<file path="src/smb_pkg.sv">
// Operation
// - Not inhibited: START plus address enters slave receive
// - No hardware ack: address raises flag, ack request
// - Hardware ack: matching address acked, flag after
// - Address NACKed: slave flags muted until START
// - No hardware ack: each received byte sets ack request
// - Hardware ack: preset ack bit sent automatically
// - STOP ends slave receive
// - Data write as slave receiver: become transmitter
// - Receive flag before ack, or after with hardware
// - Read address acked, loaded data is transmitted
// - No load after transmit flag: receive; STOP ends; after a NACK the slave goes to PH_SKIP instead
// - Slave transmit flag always after ack slot
// - Status nibble: master, transmit, start, stop
// - Status 1110: address loaded, sent, then 1100
// - 1100 with NACK: start restarts, stop aborts
// - 1100 with ACK: data, stop, start, or both
// - Flag cleared without data: master receiver 1000
// - 1000: send ack, then continue, stop or start
// - Ack bit one drives ACK, zero drives NACK
// - Hardware ack enable gives address recognition
package smb_pkg;
	// Register byte addresses
	localparam logic [7:0] ADDR_CTRL = 8'h00;
	localparam logic [7:0] ADDR_DATA = 8'h04;
	localparam logic [7:0] ADDR_SADDR = 8'h08;
	localparam logic [7:0] ADDR_SMASK = 8'h0C;
	localparam logic [7:0] ADDR_CFG = 8'h10;
	// Control and status bit positions
	localparam int CS_SI = 0;
	localparam int CS_ACK = 1;
	localparam int CS_ARB = 2;
	localparam int CS_ACK_REQUEST_FLAG = 3;
	localparam int CS_STO = 4;
	localparam int CS_STA = 5;
	// Configuration bit positions
	localparam int CFG_EN = 0;
	localparam int CFG_INH = 1;
	localparam int CFG_HWACK = 2;
	// Reset values
	localparam logic [7:0] SADDR_RST = 8'h00;
	localparam logic [7:0] SMASK_RST = 8'hFE;
	localparam logic [2:0] CFG_RST = 3'h0;
	// Bus timing: half of the generated clock period
	localparam int CLK_MHZ = 250;
	localparam int SCL_HALF_NS = 5000;
	localparam int SCL_HALF_CYC = SCL_HALF_NS * CLK_MHZ / 1000;
	// Bit slots within a byte frame
	localparam logic [3:0] LAST_BIT = 4'h7;
	localparam logic [3:0] ACK_SLOT = 4'h8;
	// One below the first bit, so the START's own clock fall lands on zero
	localparam logic [3:0] PRE_SLOT = 4'hF;
	// Engine phases
	typedef enum logic [2:0] {
		PH_IDLE = 3'b000,
		PH_START = 3'b001,
		PH_BYTE = 3'b010,
		PH_WAIT = 3'b011,
		PH_STOP = 3'b100,
		PH_SKIP = 3'b101
	} phase_e;
endpackage : smb_pkg

</file>
<file path="src/smb_ctrl.sv">
// Local design decisions: the APB register port and the register addresses.
`timescale 1ns/1ps
module smb_ctrl (
	// Clock and reset
	input wire logic pclk,
	input wire logic presetn,
	// APB slave
	input wire logic psel,
	input wire logic penable,
	input wire logic pwrite,
	input wire logic [7:0] paddr,
	input wire logic [31:0] pwdata,
	output logic [31:0] prdata,
	output logic pready,
	output logic pslverr,
	// Bus clock pin, open drain
	input wire logic scl_in,
	output logic scl_out,
	output logic scl_oe_n,
	// Bus data pin, open drain
	input wire logic sda_in,
	output logic sda_out,
	output logic sda_oe_n
);
	// Control and status state
	logic master, transmit_direction_flag, start_request, sto, ack_request_flag, arbitration_lost_flag, ack, si;
	logic [7:0] data; // Shift and data register
	logic dat_wr; // Data written since the last byte began
	logic [7:0] saddr, smask; // Own address and compare mask
	logic [2:0] cfg; // Enable, inhibit, hardware ack
	// Engine state
	smb_pkg::phase_e phase;
	logic [1:0] step; // Sub-step of start and stop sequences
	logic [3:0] bit_cnt; // Bit slot within the frame
	logic is_addr; // Current frame is a slave address
	logic ack_out; // Latched hardware ack decision
	logic far_ack; // Far end's answer; software writes cannot touch it
	logic ignore; // Address refused; slave flags muted
	logic bus_busy; // Between START and STOP on the wire
	logic si_d; // Delayed flag gives data setup on release
	logic mscl_low, sda_low, scl_drv;
	logic [10:0] div_cnt;
	logic tick;
	// Pin synchronisers
	logic scl_q1, scl_q2, scl_q3, sda_q1, sda_q2, sda_q3;
	logic rise_ev, fall_ev, start_det, stop_det;
	logic hw, acked, byte_end, do_next;
	logic wr_ctrl, wr_data, access;

	// Address decode for the error answer; the read mux decodes on its own
	function automatic logic mapped(input logic [7:0] a);
		mapped = (a == smb_pkg::ADDR_CTRL) || (a == smb_pkg::ADDR_DATA) ||
			(a == smb_pkg::ADDR_SADDR) || (a == smb_pkg::ADDR_SMASK) ||
			(a == smb_pkg::ADDR_CFG);
	endfunction : mapped

	// Masked compare of the received seven address bits
	function automatic logic addr_hit(input logic [7:0] rx,
		input logic [7:0] own, input logic [7:0] msk);
		addr_hit = (((rx ^ own) & msk) & 8'hFE) == 8'h00;
	endfunction : addr_hit

	// Bus strobes; zero wait states, so access completes at once
	assign access = psel && penable;
	assign pready = 1'b1;
	assign pslverr = access && !mapped(paddr);
	assign wr_ctrl = access && pwrite && (paddr == smb_pkg::ADDR_CTRL);
	assign wr_data = access && pwrite && (paddr == smb_pkg::ADDR_DATA);

	// Open drain pins only ever pull low
	assign scl_out = 1'b0;
	assign sda_out = 1'b0;
	assign scl_oe_n = !scl_drv;
	assign sda_oe_n = !sda_low;

	// Wire events seen through the synchronisers
	assign rise_ev = scl_q2 && !scl_q3;
	assign fall_ev = !scl_q2 && scl_q3;
	assign start_det = scl_q2 && scl_q3 && !sda_q2 && sda_q3;
	assign stop_det = scl_q2 && scl_q3 && sda_q2 && !sda_q3;

	assign hw = cfg[smb_pkg::CFG_HWACK];
	// Effective ack of a received frame
	assign acked = hw ? ack_out : ack;
	assign byte_end = (phase == smb_pkg::PH_BYTE) && fall_ev &&
		(bit_cnt == smb_pkg::ACK_SLOT);
	// Next frame decision: direct after a pre-ack flag, else on release.
	// Taken one cycle before the clock lets go, so new data has setup.
	assign do_next = (byte_end && !transmit_direction_flag && !hw &&
		!(is_addr && !master && !acked)) ||
		((phase == smb_pkg::PH_WAIT) && !si && si_d);

	// Two flops before any logic looks at the pins
	always_ff @(posedge pclk or negedge presetn) begin
		if (!presetn) begin
			{scl_q1, scl_q2, scl_q3} <= 3'h7;
			{sda_q1, sda_q2, sda_q3} <= 3'h7;
		end else begin
			{scl_q3, scl_q2, scl_q1} <= {scl_q2, scl_q1, scl_in};
			{sda_q3, sda_q2, sda_q1} <= {sda_q2, sda_q1, sda_in};
		end
	end

	// Half period divider for the generated clock
	always_ff @(posedge pclk or negedge presetn) begin
		if (!presetn) begin
			div_cnt <= 11'h000;
			tick <= 1'b0;
		end else if (div_cnt == 11'(smb_pkg::SCL_HALF_CYC - 1)) begin
			div_cnt <= 11'h000;
			tick <= 1'b1;
		end else begin
			div_cnt <= div_cnt + 11'h001;
			tick <= 1'b0;
		end
	end

	// Configuration, own address and mask
	always_ff @(posedge pclk or negedge presetn) begin
		if (!presetn) begin
			saddr <= smb_pkg::SADDR_RST;
			smask <= smb_pkg::SMASK_RST;
			cfg <= smb_pkg::CFG_RST;
		end else if (access && pwrite) begin
			if (paddr == smb_pkg::ADDR_SADDR)
				saddr <= pwdata[7:0];
			if (paddr == smb_pkg::ADDR_SMASK)
				smask <= pwdata[7:0];
			if (paddr == smb_pkg::ADDR_CFG)
				cfg <= pwdata[2:0];
		end
	end

	// Read data captured in the setup cycle, valid in access
	always_ff @(posedge pclk or negedge presetn) begin
		if (!presetn) begin
			prdata <= 32'h0000_0000;
		end else if (psel && !penable) begin
			case (paddr)
				smb_pkg::ADDR_CTRL: prdata <= {24'h000000, master, transmit_direction_flag,
					start_request, sto, ack_request_flag, arbitration_lost_flag, ack, si};
				smb_pkg::ADDR_DATA: prdata <= {24'h000000, data};
				smb_pkg::ADDR_SADDR: prdata <= {24'h000000, saddr};
				smb_pkg::ADDR_SMASK: prdata <= {24'h000000, smask};
				smb_pkg::ADDR_CFG: prdata <= {29'h0000000, cfg};
				default: prdata <= 32'h0000_0000;
			endcase
		end
	end

	// Clock hold: keep the line low once it is low and the flag is up
	always_ff @(posedge pclk or negedge presetn) begin
		if (!presetn) begin
			si_d <= 1'b0;
			scl_drv <= 1'b0;
		end else begin
			si_d <= si;
			scl_drv <= mscl_low ||
				((si || si_d) && (!scl_q2 || scl_drv));
		end
	end

	// Byte engine, status bits and data register
	always_ff @(posedge pclk or negedge presetn) begin
		if (!presetn) begin
			{master, transmit_direction_flag, start_request, sto} <= 4'h0;
			{ack_request_flag, arbitration_lost_flag, ack, si} <= 4'h0;
			data <= 8'h00;
			dat_wr <= 1'b0;
			phase <= smb_pkg::PH_IDLE;
			step <= 2'h0;
			bit_cnt <= 4'h0;
			is_addr <= 1'b0;
			ack_out <= 1'b0;
			far_ack <= 1'b0;
			ignore <= 1'b0;
			bus_busy <= 1'b0;
			mscl_low <= 1'b0;
			sda_low <= 1'b0;
		end else begin
			// Software writes; hardware sets below win over clears
			if (wr_ctrl) begin
				start_request <= pwdata[smb_pkg::CS_STA];
				sto <= pwdata[smb_pkg::CS_STO];
				ack <= pwdata[smb_pkg::CS_ACK];
				if (!pwdata[smb_pkg::CS_SI])
					si <= 1'b0;
				if (!pwdata[smb_pkg::CS_ARB])
					arbitration_lost_flag <= 1'b0;
			end
			// Software should only do this while the flag is up
			if (wr_data) begin
				data <= pwdata[7:0];
				dat_wr <= 1'b1;
			end
			case (phase)
				// Wait for a start request on a free bus
				smb_pkg::PH_IDLE: begin
					if (cfg[smb_pkg::CFG_EN] && start_request && !bus_busy) begin
						phase <= smb_pkg::PH_START;
						step <= 2'h1;
					end
				end
				// Start or repeated start, one step per half period
				smb_pkg::PH_START: begin
					if (tick) begin
						case (step)
							2'h0: begin
								sda_low <= 1'b0;
								mscl_low <= 1'b1;
								step <= 2'h1;
							end
							2'h1: begin
								mscl_low <= 1'b0;
								step <= 2'h2;
							end
							2'h2: begin
								// Stretched clock: wait for it high
								if (scl_q2) begin
									sda_low <= 1'b1;
									master <= 1'b1;
									step <= 2'h3;
								end
							end
							default: begin
								mscl_low <= 1'b1;
								transmit_direction_flag <= 1'b1;
								si <= 1'b1;
								phase <= smb_pkg::PH_WAIT;
							end
						endcase
					end
				end
				// Stop, then start again if still requested
				smb_pkg::PH_STOP: begin
					if (tick) begin
						case (step)
							2'h0: begin
								sda_low <= 1'b1;
								step <= 2'h1;
							end
							2'h1: begin
								mscl_low <= 1'b0;
								step <= 2'h2;
							end
							2'h2: begin
								if (scl_q2) begin
									sda_low <= 1'b0;
									step <= 2'h3;
								end
							end
							default: begin
								master <= 1'b0;
								transmit_direction_flag <= 1'b0;
								sto <= 1'b0;
								if (start_request) begin
									phase <= smb_pkg::PH_START;
									step <= 2'h1;
								end else begin
									phase <= smb_pkg::PH_IDLE;
								end
							end
						endcase
					end
				end
				// Shift one frame of eight bits and the ack slot
				smb_pkg::PH_BYTE: begin
					// Master clock; paused while the flag holds it
					if (master && tick && !si && !si_d) begin
						if (scl_q2)
							mscl_low <= 1'b1;
						else if (mscl_low)
							mscl_low <= 1'b0;
					end
					// Receiver drives its ack while the clock is low
					if (bit_cnt == smb_pkg::ACK_SLOT && !transmit_direction_flag && !scl_q2)
						sda_low <= acked;
					if (rise_ev) begin
						if (bit_cnt != smb_pkg::ACK_SLOT)
							data <= {data[6:0], sda_q2};
						// Transmitter takes the far end's ack
						if (bit_cnt == smb_pkg::ACK_SLOT && transmit_direction_flag) begin
							ack <= !sda_q2;
							far_ack <= !sda_q2;
						end
						// Lost a released bit to another master
						if (master && transmit_direction_flag && !sda_low && !sda_q2 &&
							bit_cnt != smb_pkg::ACK_SLOT) begin
							arbitration_lost_flag <= 1'b1;
							master <= 1'b0;
							mscl_low <= 1'b0;
							si <= 1'b1;
							phase <= smb_pkg::PH_SKIP;
						end
						if (bit_cnt == smb_pkg::LAST_BIT && !transmit_direction_flag) begin
							ack_out <= is_addr ?
								addr_hit({data[6:0], sda_q2}, saddr, smask) :
								ack;
							if (!hw) begin
								si <= 1'b1;
								ack_request_flag <= 1'b1;
							end
							if (is_addr && !master && (!hw ||
								addr_hit({data[6:0], sda_q2}, saddr, smask)))
								start_request <= 1'b1;
						end
					end
					if (fall_ev) begin
						if (bit_cnt == smb_pkg::ACK_SLOT) begin
							bit_cnt <= 4'h0;
							ack_request_flag <= 1'b0;
							sda_low <= 1'b0;
							if (is_addr && !master && !acked) begin
								ignore <= 1'b1;
								start_request <= 1'b0;
								phase <= smb_pkg::PH_SKIP;
							end else if (transmit_direction_flag || hw) begin
								si <= 1'b1;
								phase <= smb_pkg::PH_WAIT;
							end
						end else begin
							bit_cnt <= bit_cnt + 4'h1;
							sda_low <= transmit_direction_flag && (bit_cnt != smb_pkg::LAST_BIT)
								&& !data[7];
						end
					end
				end
				// Waiting for software to clear the flag
				smb_pkg::PH_WAIT: begin
				end
				// Not addressed or done: stay off the wire until START or STOP
				smb_pkg::PH_SKIP: begin
				end
				default: phase <= smb_pkg::PH_IDLE;
			endcase
			// Choose the next frame once the byte is served
			if (do_next) begin
				bit_cnt <= 4'h0;
				is_addr <= 1'b0;
				dat_wr <= 1'b0;
				if (master && sto) begin
					phase <= smb_pkg::PH_STOP;
					step <= 2'h0;
				end else if (master && start_request) begin
					phase <= smb_pkg::PH_START;
					step <= 2'h0;
				end else if (!master && transmit_direction_flag && !far_ack) begin
					sda_low <= 1'b0;
					phase <= smb_pkg::PH_SKIP;
				end else begin
					// Loaded data transmits, else receive
					phase <= smb_pkg::PH_BYTE;
					transmit_direction_flag <= dat_wr;
					sda_low <= dat_wr && !data[7];
				end
			end
			// START seen on the wire; slave receive begins only when not the master
			if (start_det) begin
				bus_busy <= 1'b1;
				ignore <= 1'b0;
				if (!master && phase != smb_pkg::PH_START) begin
					// The fall that closes the START must not count as a bit
					bit_cnt <= smb_pkg::PRE_SLOT;
					transmit_direction_flag <= 1'b0;
					sda_low <= 1'b0;
					is_addr <= 1'b1;
					if (cfg[smb_pkg::CFG_EN] && !cfg[smb_pkg::CFG_INH])
						phase <= smb_pkg::PH_BYTE;
					else
						phase <= smb_pkg::PH_IDLE;
				end
			end
			// STOP ends any slave transfer
			if (stop_det) begin
				bus_busy <= 1'b0;
				if (!master) begin
					phase <= smb_pkg::PH_IDLE;
					transmit_direction_flag <= 1'b0;
					start_request <= 1'b0;
					sda_low <= 1'b0;
				end
			end
			// Disabled interface lets go of SDA and of its master clock pull; a raised flag still holds SCL
			if (!cfg[smb_pkg::CFG_EN]) begin
				phase <= smb_pkg::PH_IDLE;
				master <= 1'b0;
				mscl_low <= 1'b0;
				sda_low <= 1'b0;
			end
		end
	end

	// Checks on the engine
	AST_INHIBIT: assert property (@(posedge pclk) disable iff (!presetn)
		start_det && cfg[smb_pkg::CFG_INH] && !master
		|=> phase != smb_pkg::PH_BYTE)
		else $error("slave engine started while inhibited");
	AST_ADDR_FLAG: assert property (@(posedge pclk) disable iff (!presetn)
		phase == smb_pkg::PH_BYTE && rise_ev && is_addr && !hw &&
		bit_cnt == smb_pkg::LAST_BIT |=> si && ack_request_flag && start_request)
		else $error("address without ack request flag");
	AST_HW_ADDR: assert property (@(posedge pclk) disable iff (!presetn)
		phase == smb_pkg::PH_BYTE && is_addr && hw && ack_out && !transmit_direction_flag &&
		bit_cnt == smb_pkg::ACK_SLOT && !scl_q2 && !fall_ev |=> sda_low)
		else $error("matching address not acked");
	AST_MUTED: assert property (@(posedge pclk) disable iff (!presetn)
		ignore && !master && !start_det |=> !$rose(si))
		else $error("slave flag raised after refused address");
	AST_RX_BEFORE: assert property (@(posedge pclk) disable iff (!presetn)
		phase == smb_pkg::PH_BYTE && rise_ev && !transmit_direction_flag && hw &&
		bit_cnt == smb_pkg::LAST_BIT |=> !si && !ack_request_flag)
		else $error("hardware ack flag posted before ack slot");
	AST_STOP_LEAVE: assert property (@(posedge pclk) disable iff (!presetn)
		stop_det && !master && cfg[smb_pkg::CFG_EN]
		|=> phase == smb_pkg::PH_IDLE && !transmit_direction_flag)
		else $error("slave mode kept after stop");
	AST_TX_AFTER: assert property (@(posedge pclk) disable iff (!presetn)
		phase == smb_pkg::PH_BYTE && transmit_direction_flag && !si &&
		bit_cnt == smb_pkg::LAST_BIT |=> !$rose(si) || arbitration_lost_flag)
		else $error("transmit flag before ack slot");
	AST_HOLD: assert property (@(posedge pclk) disable iff (!presetn)
		si && !scl_q2 |=> scl_drv [*2])
		else $error("clock released while flag set");
	AST_ACK_DRIVE: assert property (@(posedge pclk) disable iff (!presetn)
		phase == smb_pkg::PH_BYTE && !transmit_direction_flag && !hw && !fall_ev &&
		bit_cnt == smb_pkg::ACK_SLOT && !scl_q2 |=> sda_low == $past(ack))
		else $error("ack pin does not follow ack bit");
	AST_TO_RX: assert property (@(posedge pclk) disable iff (!presetn)
		do_next && !sto && !start_request && !dat_wr && !start_det && !stop_det &&
		cfg[smb_pkg::CFG_EN] && (master || !transmit_direction_flag || far_ack) |=> !transmit_direction_flag)
		else $error("no load but still transmitting");
endmodule : smb_ctrl

</file>
<file path="config.mk">
export PLATFORM = sky130hd
export DESIGN_NAME = smb_ctrl
export DESIGN_NICKNAME = d
export VERILOG_FILES = /design/src/smb_pkg.sv /design/src/smb_ctrl.sv
export SDC_FILE = /design/constraint.sdc
export NUM_CORES = 1
export LEC_CHECK = 0
export ABC_CLOCK_PERIOD_IN_PS = 2100
export BUFFER_PORTS_ARGS = -buffer_cell sky130_fd_sc_hd__buf_2
export CORE_MARGIN = 2
export CORE_UTILIZATION = 51
export DETAILED_ROUTE_END_ITERATION = 10
export GPL_TIMING_DRIVEN = 0
export PLACE_DENSITY = 0.85
export SETUP_SLACK_MARGIN = 0.02
export SLEW_MARGIN = 30
export SYNTH_ARGS = -nofsm -noshare
export SYNTH_HDL_FRONTEND = slang
export SYNTH_SLANG_ARGS = --single-unit
</file>
<file path="constraint.sdc">
create_clock -name pclk -period 2.1 [get_ports pclk]
set_input_delay 0.21 -clock pclk [delete_from_list [all_inputs] [get_ports pclk]]
set_output_delay 0.21 -clock pclk [all_outputs]
set_load 0.02 [all_outputs]
</file>
---- Yosys cells after proc, flatten, opt, wreduce, memory -nomap -nowiden ----
Index checks and enable logic that the tools add are counted.
storage, ports and cells
  register bits ........................... 103
  logic and storage cells ................. 302
  bits of input ports ..................... 47
operators by class
  bitwise logic cells ..................... 2
  equal/unequal tests ..................... 27
  reduce and logical (&&, ||, !) cells .... 90
  add/sub/neg operators ................... 2
  multiplexer cells ....................... 148
operators with widths
  kind                                                             number
  1-bit 2-to-1 mux                                                 95
  3-bit 2-to-1 mux                                                 20
  1-bit logical AND                                                46
  8-bit case mux with 5 select lines                               1
  8-bit 2-to-1 mux                                                 4
  4-bit 2-to-1 mux                                                 6
  3-bit inequality test, second input constant                     8
  1-bit zero test                                                  19
  2-bit 2-to-1 mux                                                 9
  2-bit case mux with 3 select lines                               3
  8-bit by 4-bit == test with 1-bit output, second input constant  2
  8-bit zero test                                                  2
  3-bit case mux with 5 select lines                               1
  11-bit by 1-bit adder with 11-bit output, second input constant  1
  11-bit == test, second input constant                            1
  11-bit 2-to-1 mux                                                1
  1-bit logical OR                                                 10
  1-bit case mux with 2 select lines                               5
  1-bit case mux with 3 select lines                               3
  8-bit AND                                                        1
  8-bit by 3-bit == test with 1-bit output, second input constant  1
  8-bit by 5-bit == test with 1-bit output, second input constant  1
  8-bit AND reduction                                              1
  8-bit XOR                                                        1
  other kinds (21)                                                 27

---- Logic depth before layout (Yosys ltp) ----
Gate-level depths: netlist (run 1).
  depth in word-level cells ............... 17
  depth in mapped cells ................... 7

---- Worst setup path after synthesis (run 1) ----
OpenSTA, ideal clock, no wires.
  path type ............................... flip-flop to flip-flop
  start point ............................. register phase[2]
  end point ............................... register sda_low
  clock period less this slack ............ 1.945 ns
  required time ........................... 2.023 ns
  stages on the path, launching flop included .. 8
  arrival time ............................ 1.867 ns
  buffers on the path ..................... 2
  setup slack ............................. 0.155 ns
  cell sequence ........................... dfrtp_1 buf_6 or3b_1 buf_6 nor3_4 a21oi_2 or4_1 a21oi_1
on the way
  longest elaborated chain between the ends .. 13
RTL lines
  element                                                                                           RTL line         source
  start, declared                                                                                   smb_ctrl.sv:32   smb_pkg::phase_e phase;
  start signal, assigned                                                                            smb_ctrl.sv:170  phase <= smb_pkg::PH_IDLE;
  start signal, assigned                                                                            smb_ctrl.sv:200  phase <= smb_pkg::PH_START;
  start signal, assigned                                                                            smb_ctrl.sv:229  phase <= smb_pkg::PH_WAIT;
  parallel branches: the longest is 9 deep, another holds 3-bit by 2-bit == test with 1-bit output  n/a
  1-bit 2-to-1 mux (*)                                                                              smb_ctrl.sv:358  if (start_det) begin
  1-bit 2-to-1 mux                                                                                  smb_ctrl.sv:376  if (!master) begin
  1-bit 2-to-1 mux (*)                                                                              smb_ctrl.sv:374  if (stop_det) begin
  1-bit 2-to-1 mux (*)                                                                              smb_ctrl.sv:384  if (!cfg[smb_pkg::CFG_EN]) begin
  end signal, assigned                                                                              smb_ctrl.sv:277  sda_low <= acked;
  end signal, assigned                                                                              smb_ctrl.sv:323  sda_low <= transmit_direction_flag && (bit_cnt != smb_pkg::LAST_BIT)
  end signal, assigned                                                                              smb_ctrl.sv:354  sda_low <= dat_wr && !data[7];
  end, declared                                                                                     smb_ctrl.sv:41   logic mscl_low, sda_low, scl_drv;
Every way passes the cells marked *.
A chain may end at the register's enable or synchronous reset.

---- Final worst setup path (run 1) ----
  start point ............................. register phase[2]
  end point ............................... register phase[1]
on the way
  longest elaborated chain between the ends .. 13
RTL lines
  element                                   RTL line                         source
  3-bit by 2-bit == test with 1-bit output  smb_ctrl.sv:85, smb_ctrl.sv:196
  1-bit logical AND (2 in a row)            smb_ctrl.sv:85                   assign byte_end = (phase == smb_pkg::PH_BYTE) && fall_ev &&
  1-bit logical AND (3 in a row)            smb_ctrl.sv:89                   assign do_next = (byte_end && !transmit_direction_flag && !hw &&
  1-bit logical OR                          smb_ctrl.sv:90                   !(is_addr && !master && !acked)) ||
  3-bit 2-to-1 mux                          smb_ctrl.sv:337                  if (do_next) begin
  3-bit 2-to-1 mux                          smb_ctrl.sv:361                  if (!master && phase != smb_pkg::PH_START) begin
  3-bit 2-to-1 mux (*)                      smb_ctrl.sv:358
  3-bit 2-to-1 mux                          smb_ctrl.sv:376
  3-bit 2-to-1 mux (*)                      smb_ctrl.sv:374
  3-bit 2-to-1 mux (*)                      smb_ctrl.sv:384
Mark *: on every way between the ends. The rest lies on a longest branch, timed or not.

==> results of run 1 <==
## cell usage in the layout, fill, tap and decap left out, drive strengths merged, types with 3 or more instances in the layout
| master | Yosys | final |
|---|---|---|
| dfrtp | 66 | 66 |
| nand2b | 12 | 12 |
| xnor2 | 6 | 6 |
| clkbuf | 12 | 22 |
| mux4 | 5 | 5 |
| a31oi | 4 | 4 |
| dlygate4sd3 | 0 | 3 |
| nor2 | 29 | 29 |
| xor2 | 11 | 11 |
| and3 | 3 | 3 |
| or2 | 3 | 3 |
| nand4 | 3 | 3 |
| or3 | 4 | 4 |
| dfstp | 13 | 13 |
| ha | 9 | 9 |
| o32ai | 3 | 3 |
| conb | 2 | 27 |
| inv | 17 | 18 |
| nand3b | 6 | 6 |
| o21ai | 32 | 32 |
| mux2 | 21 | 21 |
| a21oi | 29 | 29 |
| o211ai | 3 | 3 |
| nand2 | 34 | 34 |
| a222oi | 4 | 4 |
| nor4bb | 3 | 3 |
| clkinv | 0 | 3 |
| buf | 34 | 72 |
| mux2i | 19 | 19 |
| or4 | 4 | 4 |
| nand3 | 21 | 21 |
| nor2b | 5 | 5 |
| nor3 | 16 | 16 |
| nor3b | 3 | 3 |
## layout make-up
| cell class | count | area (sq um) |
|---|---|---|
| Multi-Input combinational cell | 353 | 2440 |
| Tap cell | 108 | 135.1 |
| Sequential cell | 79 | 1993 |
| Clock inverter | 6 | 68.82 |
| Inverter | 17 | 63.81 |
| Fill cell | 720 | 3361 |
| Timing Repair Buffer | 41 | 259.0 |
| Buffer | 46 | 305.3 |
| Clock buffer | 10 | 137.6 |
## layer usage
metal	GRT usage, %	vias to the layer above	wire, um	share of wire [%]
met3	4.638	17	857	7.9
met1	30.10	1854	4464	41
li1	-	1803	-	-
met4	8.008	0	177	1.6
met2	37.89	182	5348	49
met5	0	-	0	0
## power breakdown
part / leakage [nW] / switching [mW] / internal [mW]
combinational: 1.42 / 0.555 / 0.377
clock: 0.103 / 0.562 / 0.588
sequential: 0.938 / 0.119 / 1.63
## per-stage QoR
step / power (mW) / setup TNS [ps] / instance area (sq um) / setup WS, ps / instances
final: 3.832 / 0 / 5403 / 68.03 / 660
after global routing: 4.039 / -5.057 / 5403 / -5.057 / 660
after CTS: 3.802 / 0 / 5340 / 30.00 / 659
after detailed placement: 2.635 / -1158 / 5062 / -189.2 / 637
after global placement: 2.597 / -880.1 / 5032 / -174.0 / 636
after floorplan: 2.376 / 0 / 4732 / 155.4 / 495
## sequential cells by signal (all words and copies together) (netlist names), 2 cells and up
name     count
div_cnt     11
phase        3
smask        8
step         2
bit_cnt      4
cfg          3
saddr        8
data         8
prdata       8
## logic make-up after synthesis
group / after synthesis / synth area share, %
compound gates: 99 / 13.52
xor+xnor: 17 / 3.210
fa+ha+maj: 9 / 2.428
buf+inv: 63 / 7.742
flops: 79 / 42.97
mux: 45 / 11.63
other cells: 2 / 0.1619
simple gates: 156 / 18.34
## worst max-delay path: stages (launching register included)
cell and delay [ps]:
dfrtp_1 380, buf_6 130, or3b_1 380, buf_6 150
nor3_4 220, a21oi_4 100, buf_6 160, o32a_1 330
o21ai_1 110
## worst max-delay path by stage
stage | to | cells past startpoint
floorplan | sda_low | 7
CTS | sda_low | 7
detailed placement | data[2] | 6
finish | phase[1] | 8
global placement | data[2] | 6
global route | phase[1] | 8
## repair_timing
action,CTS,global route
buffers inserted,3,1
hold endpoints to repair,28,0
endpoints found under the setup margin,12,17
pin swaps,2,3
hold buffers,3,0
gates resized for setup,5,16
==> metrics.txt, run 1 <==
fraction of layout instances using a drive strength above 1 between 20% and 30%; Post-Syn Area per Cell approximately 10 sq um; Synth area leaders dfrtp_1 36%, dfstp_2 7.4%, buf_4 4.5%; mean routed wirelength per cell 16.43 um; DRT Wirelength approximately 11 mm; largest net degree at the start of global routing 52; Final HPWL DP about 8 mm; Die Area 9873 sq um; reg2reg path depth 8; Crit. End Element register; Rows 34; endpoints failing setup 0; Chip Height around 100 um; DRT iter0 DRCs 372; Cells after Synth 470; Worst Tran Pin Value 673.0 ps; CTS tree yes; nature of the critical path startpoint register; starting density of the core 52.93%; asr flop ratio synth 100.0%; pwr dens 709.2 nW/um^2; Final Hold Fails 0; share of the synthesized area in the top cell type between 30% and 40%; f_max slightly below 500 MHz; vias in the first global route 3704; Worst Setup SP phase[2]; Seq/Total Area, Yosys 42.97%; H-tree Lvls 3; Lkg Pwr between 2 and 2.5 nW; HP Start pwdata[3]; most instantiated cells after synthesis 66 x dfrtp_1, 33 x nand2_1, 29 x nor2_1, 28 x a21oi_1, 28 x buf_4; final hold slack 116.6 ps; antenna violations before repair 0; area leader, netlist dfrtp_1; clk sink count 79; aggregate global-route resource usage around 23%; CTS root buffer clkbuf_8; post-route core utilization 61.65%; most common cell in the netlist dfrtp_1; CP max FO 8; CTS Buf Count 9; slew margin rel. around 55%; GP Congestion 1.005; Syn. warnings 0; Post-DRT Antenna Nets 0; crit path kind reg2reg; Avg Vias per Cell slightly below 6; fin crit period 2032 ps; Synth Flop Type dfrtp_1; max-slew violations 0; Clock transition at path regs 80 ps; first-pass GRT wire length approximately 18 mm; WHS Path Cells 2; Reg2Reg Setup Slack 70 ps; status complete, no violations; FF-to-FF Start phase[2]; skew final 9.837 ps; vias 3856; nets@finish around 600; max-cap violation count 0; Worst Hold Class in2reg; maximum vdd drop 0.5468 mV; post-route clock period utilization 96.76%; Hold Path Sink smask[3]; GRT Residual Overflow 0; Syn-to-layout area delta 16.48%; I/O pin total 85; DRC Markers 0; number of synthesized register bits 79; Worst EP arrival 2300 ps; DR pass1 iterations 6; clk_lat worst skew 340 ps; Netlist cell types a little under 70; port buffer count 33; core footprint between 8000 and 9000 sq um; Post-Syn Area 4638 sq um; Longest Clk Path Bufs 2; RSZ-0062 raised after global routing yes; number of flops mapped to enable cells by yosys 0; Diodes inserted 0; die width 99.37 um; worst reg2reg endpoint phase[1]; WP data required 2370 ps
No activity file was read; power rests on OpenSTA's default activity.
==> run 2, diff against run 1 <==
ABC_AREA = 1   (was default)
CORE_MARGIN = 8   (was 2)
==> run 2 against run 1 <==
Utilization is 2.1 points lower. Flip-flop and latch count stayed put. Register-to-register slack better by 170 ps. Critical path depth is 1 higher. Synthesized cell count is 36% higher. Setup slack better by 170 ps. Area after synthesis is 1.9% higher. Final cell count is 26% higher. Die area is 28% higher. Clock skew is 7.1 ps higher. Sequential share of layout area is 0.17 points lower.
==> metrics.txt, run 2 <==
status complete, no violations; skew final 16.91 ps; WP data required 2350 ps; core footprint 9109 sq um; delay-heaviest family, CP simple AND/OR/NAND/NOR gates; Final HPWL DP 9.616 mm; Setup Buffers After CTS 0; starting density of the core 51.90%; Diodes inserted 0; Lkg Pwr roughly 2.7 nW; most instantiated cells after synthesis 144 x nand2_1, 82 x inv_1, 79 x o21ai_0, 66 x dfrtp_1, 55 x nor2_1; commonest non-fill, non-tap cells in the layout 144 x nand2_1, 82 x inv_1, 79 x o21ai_0; Worst Hold Class in2reg; asr flop ratio synth 100.0%; post-route clock period utilization 88.53%; number of flops mapped to enable cells by yosys 0; worst reg2reg endpoint master; number of synthesized register bits 79; FF-to-FF Start scl_q2; max-cap violation count 0; GP Congestion a little over 0.9; nature of the critical path startpoint register; DRT iter0 DRCs approximately 380; setup TNS 0 ps; area leader, netlist dfrtp_1; RSZ-0062 raised after global routing no; largest net degree at the start of global routing 47; Longest Clk Path Bufs 2; Reg2Reg Setup Slack 240 ps; Clock transition at path regs ~100 ps; Worst Setup EP master; Worst EP arrival approximately 2100 ps; CTS Buf Count 9; die width 112.3 um; Synth Flop Type dfrtp_1; met3 GRT Util around 5.5%; CP max FO 7; endpoints failing setup 0; Post-DRT Antenna Nets 0; reg2reg path depth 9; slew margin rel. 66.26%; Setup WS pre-CTS 239.5 ps; commonest non-fill, non-tap cell in the layout nand2_1; clk sink count 79; Synth area leaders dfrtp_1 35%, nand2_1 11%, o21ai_0 8.4%; GRT Residual Overflow 0; Syn-to-layout area delta 14.82%; fillers 843; Final Hold Fails 0; global route hottest layer met2; pwr dens 598.4 nW/um^2; met2 GRT Util 32.36%; Worst Tran Pin Value 504.3 ps; CTS root buffer clkbuf_8; Die Area between 10000 and 15000 sq um; Crit. End Element register; Buf/Inv on CP 1; final hold slack between 70 and 80 ps; DRT Wirelength roughly 12 mm; routing usage on met1 25.72%; max-slew violations 0; Rows 35; Post-Syn Area per Cell 7.374 sq um; Cells after Synth 641; Avg Vias per Cell 5.389; CTS tree yes; cell mode on critical path nand2_1; largest stage delay on the critical path about 630 ps; cells along the critical path inv_1 > nor2_2 > nand4_1 > nand2_1 > o21ai_0 > nand2_1 > nand2_1 > nand2_1 > o21ai_1; vias 4473; Largest register FFs 11; Seq/Total Area, Yosys between 40 and 50%; CP Depth 9; share of the synthesized area in the top cell type 34.94%; vias in the first global route 4289; DR pass1 iterations 6; largest reg by FF count div_cnt; crit path kind reg2reg; port buffer count 33; f_max 537.9 MHz; fraction of layout instances using a drive strength above 1 between 10% and 20%; H-tree Lvls 3; nets@finish 770; maximum vdd drop roughly 0.46 mV; mean routed wirelength per cell 15.03 um; CP max stage cell dfstp_2; Chip Height 112.3 um; most common cell in the netlist nand2_1; I/O pin total 85; worst setup margin roughly 240 ps; first-pass GRT wire length 20.66 mm; Post-Syn Area 4727 sq um; antenna violations before repair 0; DRC Markers 0; aggregate global-route resource usage 20.17%; Syn. warnings 0; Netlist cell types 39; fin crit period 1859 ps; Worst Setup SP scl_q2; clk_lat worst skew 370 ps
## run 2: layout make-up
| class | instances | area [sq um] | area share (%) |
|---|---|---|---|
| multi-input cells | 458 | 2222 | 40.94 |
| flip-flops and latches | 79 | 1993 | 36.72 |
| inverters | 93 | 350.3 | 6.455 |
| plain buffers | 36 | 257.7 | 4.749 |
| repair buffers | 37 | 225.2 | 4.149 |
| well taps | 111 | 138.9 | 2.559 |
| clock buffers | 9 | 123.9 | 2.282 |
| clock inverters | 7 | 116.4 | 2.144 |
## run 2: logic make-up after synthesis
family,synth area share [%]
AOI/OAI and AO/OA,14.06
xor gates and xnor gates,0.5560
adders and majority gates,2.382
buffers and inverters,12.86
DFF,42.17
other,0.1589
and+or+nand+nor,27.82
## run 2: worst min path at each step
stage | endpoint | cells after the start | slack (ps) | startpoint
after global routing | smask[6] | 3 | 80 | pwdata[6]
final | smask[6] | 3 | 70 | pwdata[6]
after floorplan | ack | 0 | -90 | presetn
after detailed placement | saddr[7] | 1 | 190 | presetn
after CTS | smask[6] | 3 | 80 | pwdata[6]
after global placement | scl_q1 | 1 | 320 | scl_in
## run 2: power breakdown
part	switching (mW)	total, mW	internal, mW
clock network	0.647	1.35	0.700
registers	0.0320	1.60	1.57
logic	0.197	0.304	0.107
## run 2: per-layer routing
layer | share of wire (%) | up-vias | routed length, um
li1 | - | 2168 | -
met1 | 40 | 2056 | 5034
met2 | 47 | 229 | 5898
met3 | 11 | 20 | 1352
met4 | 1.5 | 0 | 193
met5 | 0 | - | 0
## run 2: through the flow
stage	util, %	total power [mW]	cells	instance area (sq um)
2_1_floorplan	-	1.810	666	4821
3_3_place_gp	56.26	1.904	810	5125
3_5_place_dp	56.59	1.921	811	5155
4_1_cts	59.56	3.254	830	5425
5_1_grt	59.59	3.361	830	5428
6_report	59.59	3.248	830	5428
## run 2: repair_timing
action | 4_1_cts | 5_1_grt
gates resized for setup | 0 | 1
endpoints found under the setup margin | 0 | 1
endpoints found under the hold margin | 27 | 0
hold buffers | 3 | 0
## run 2: worst min-delay path, delay by kind of cell
family / cells / cell delay, ps
AOI/OAI and AO/OA: 1 / 70
buffers and inverters: 2 / 160
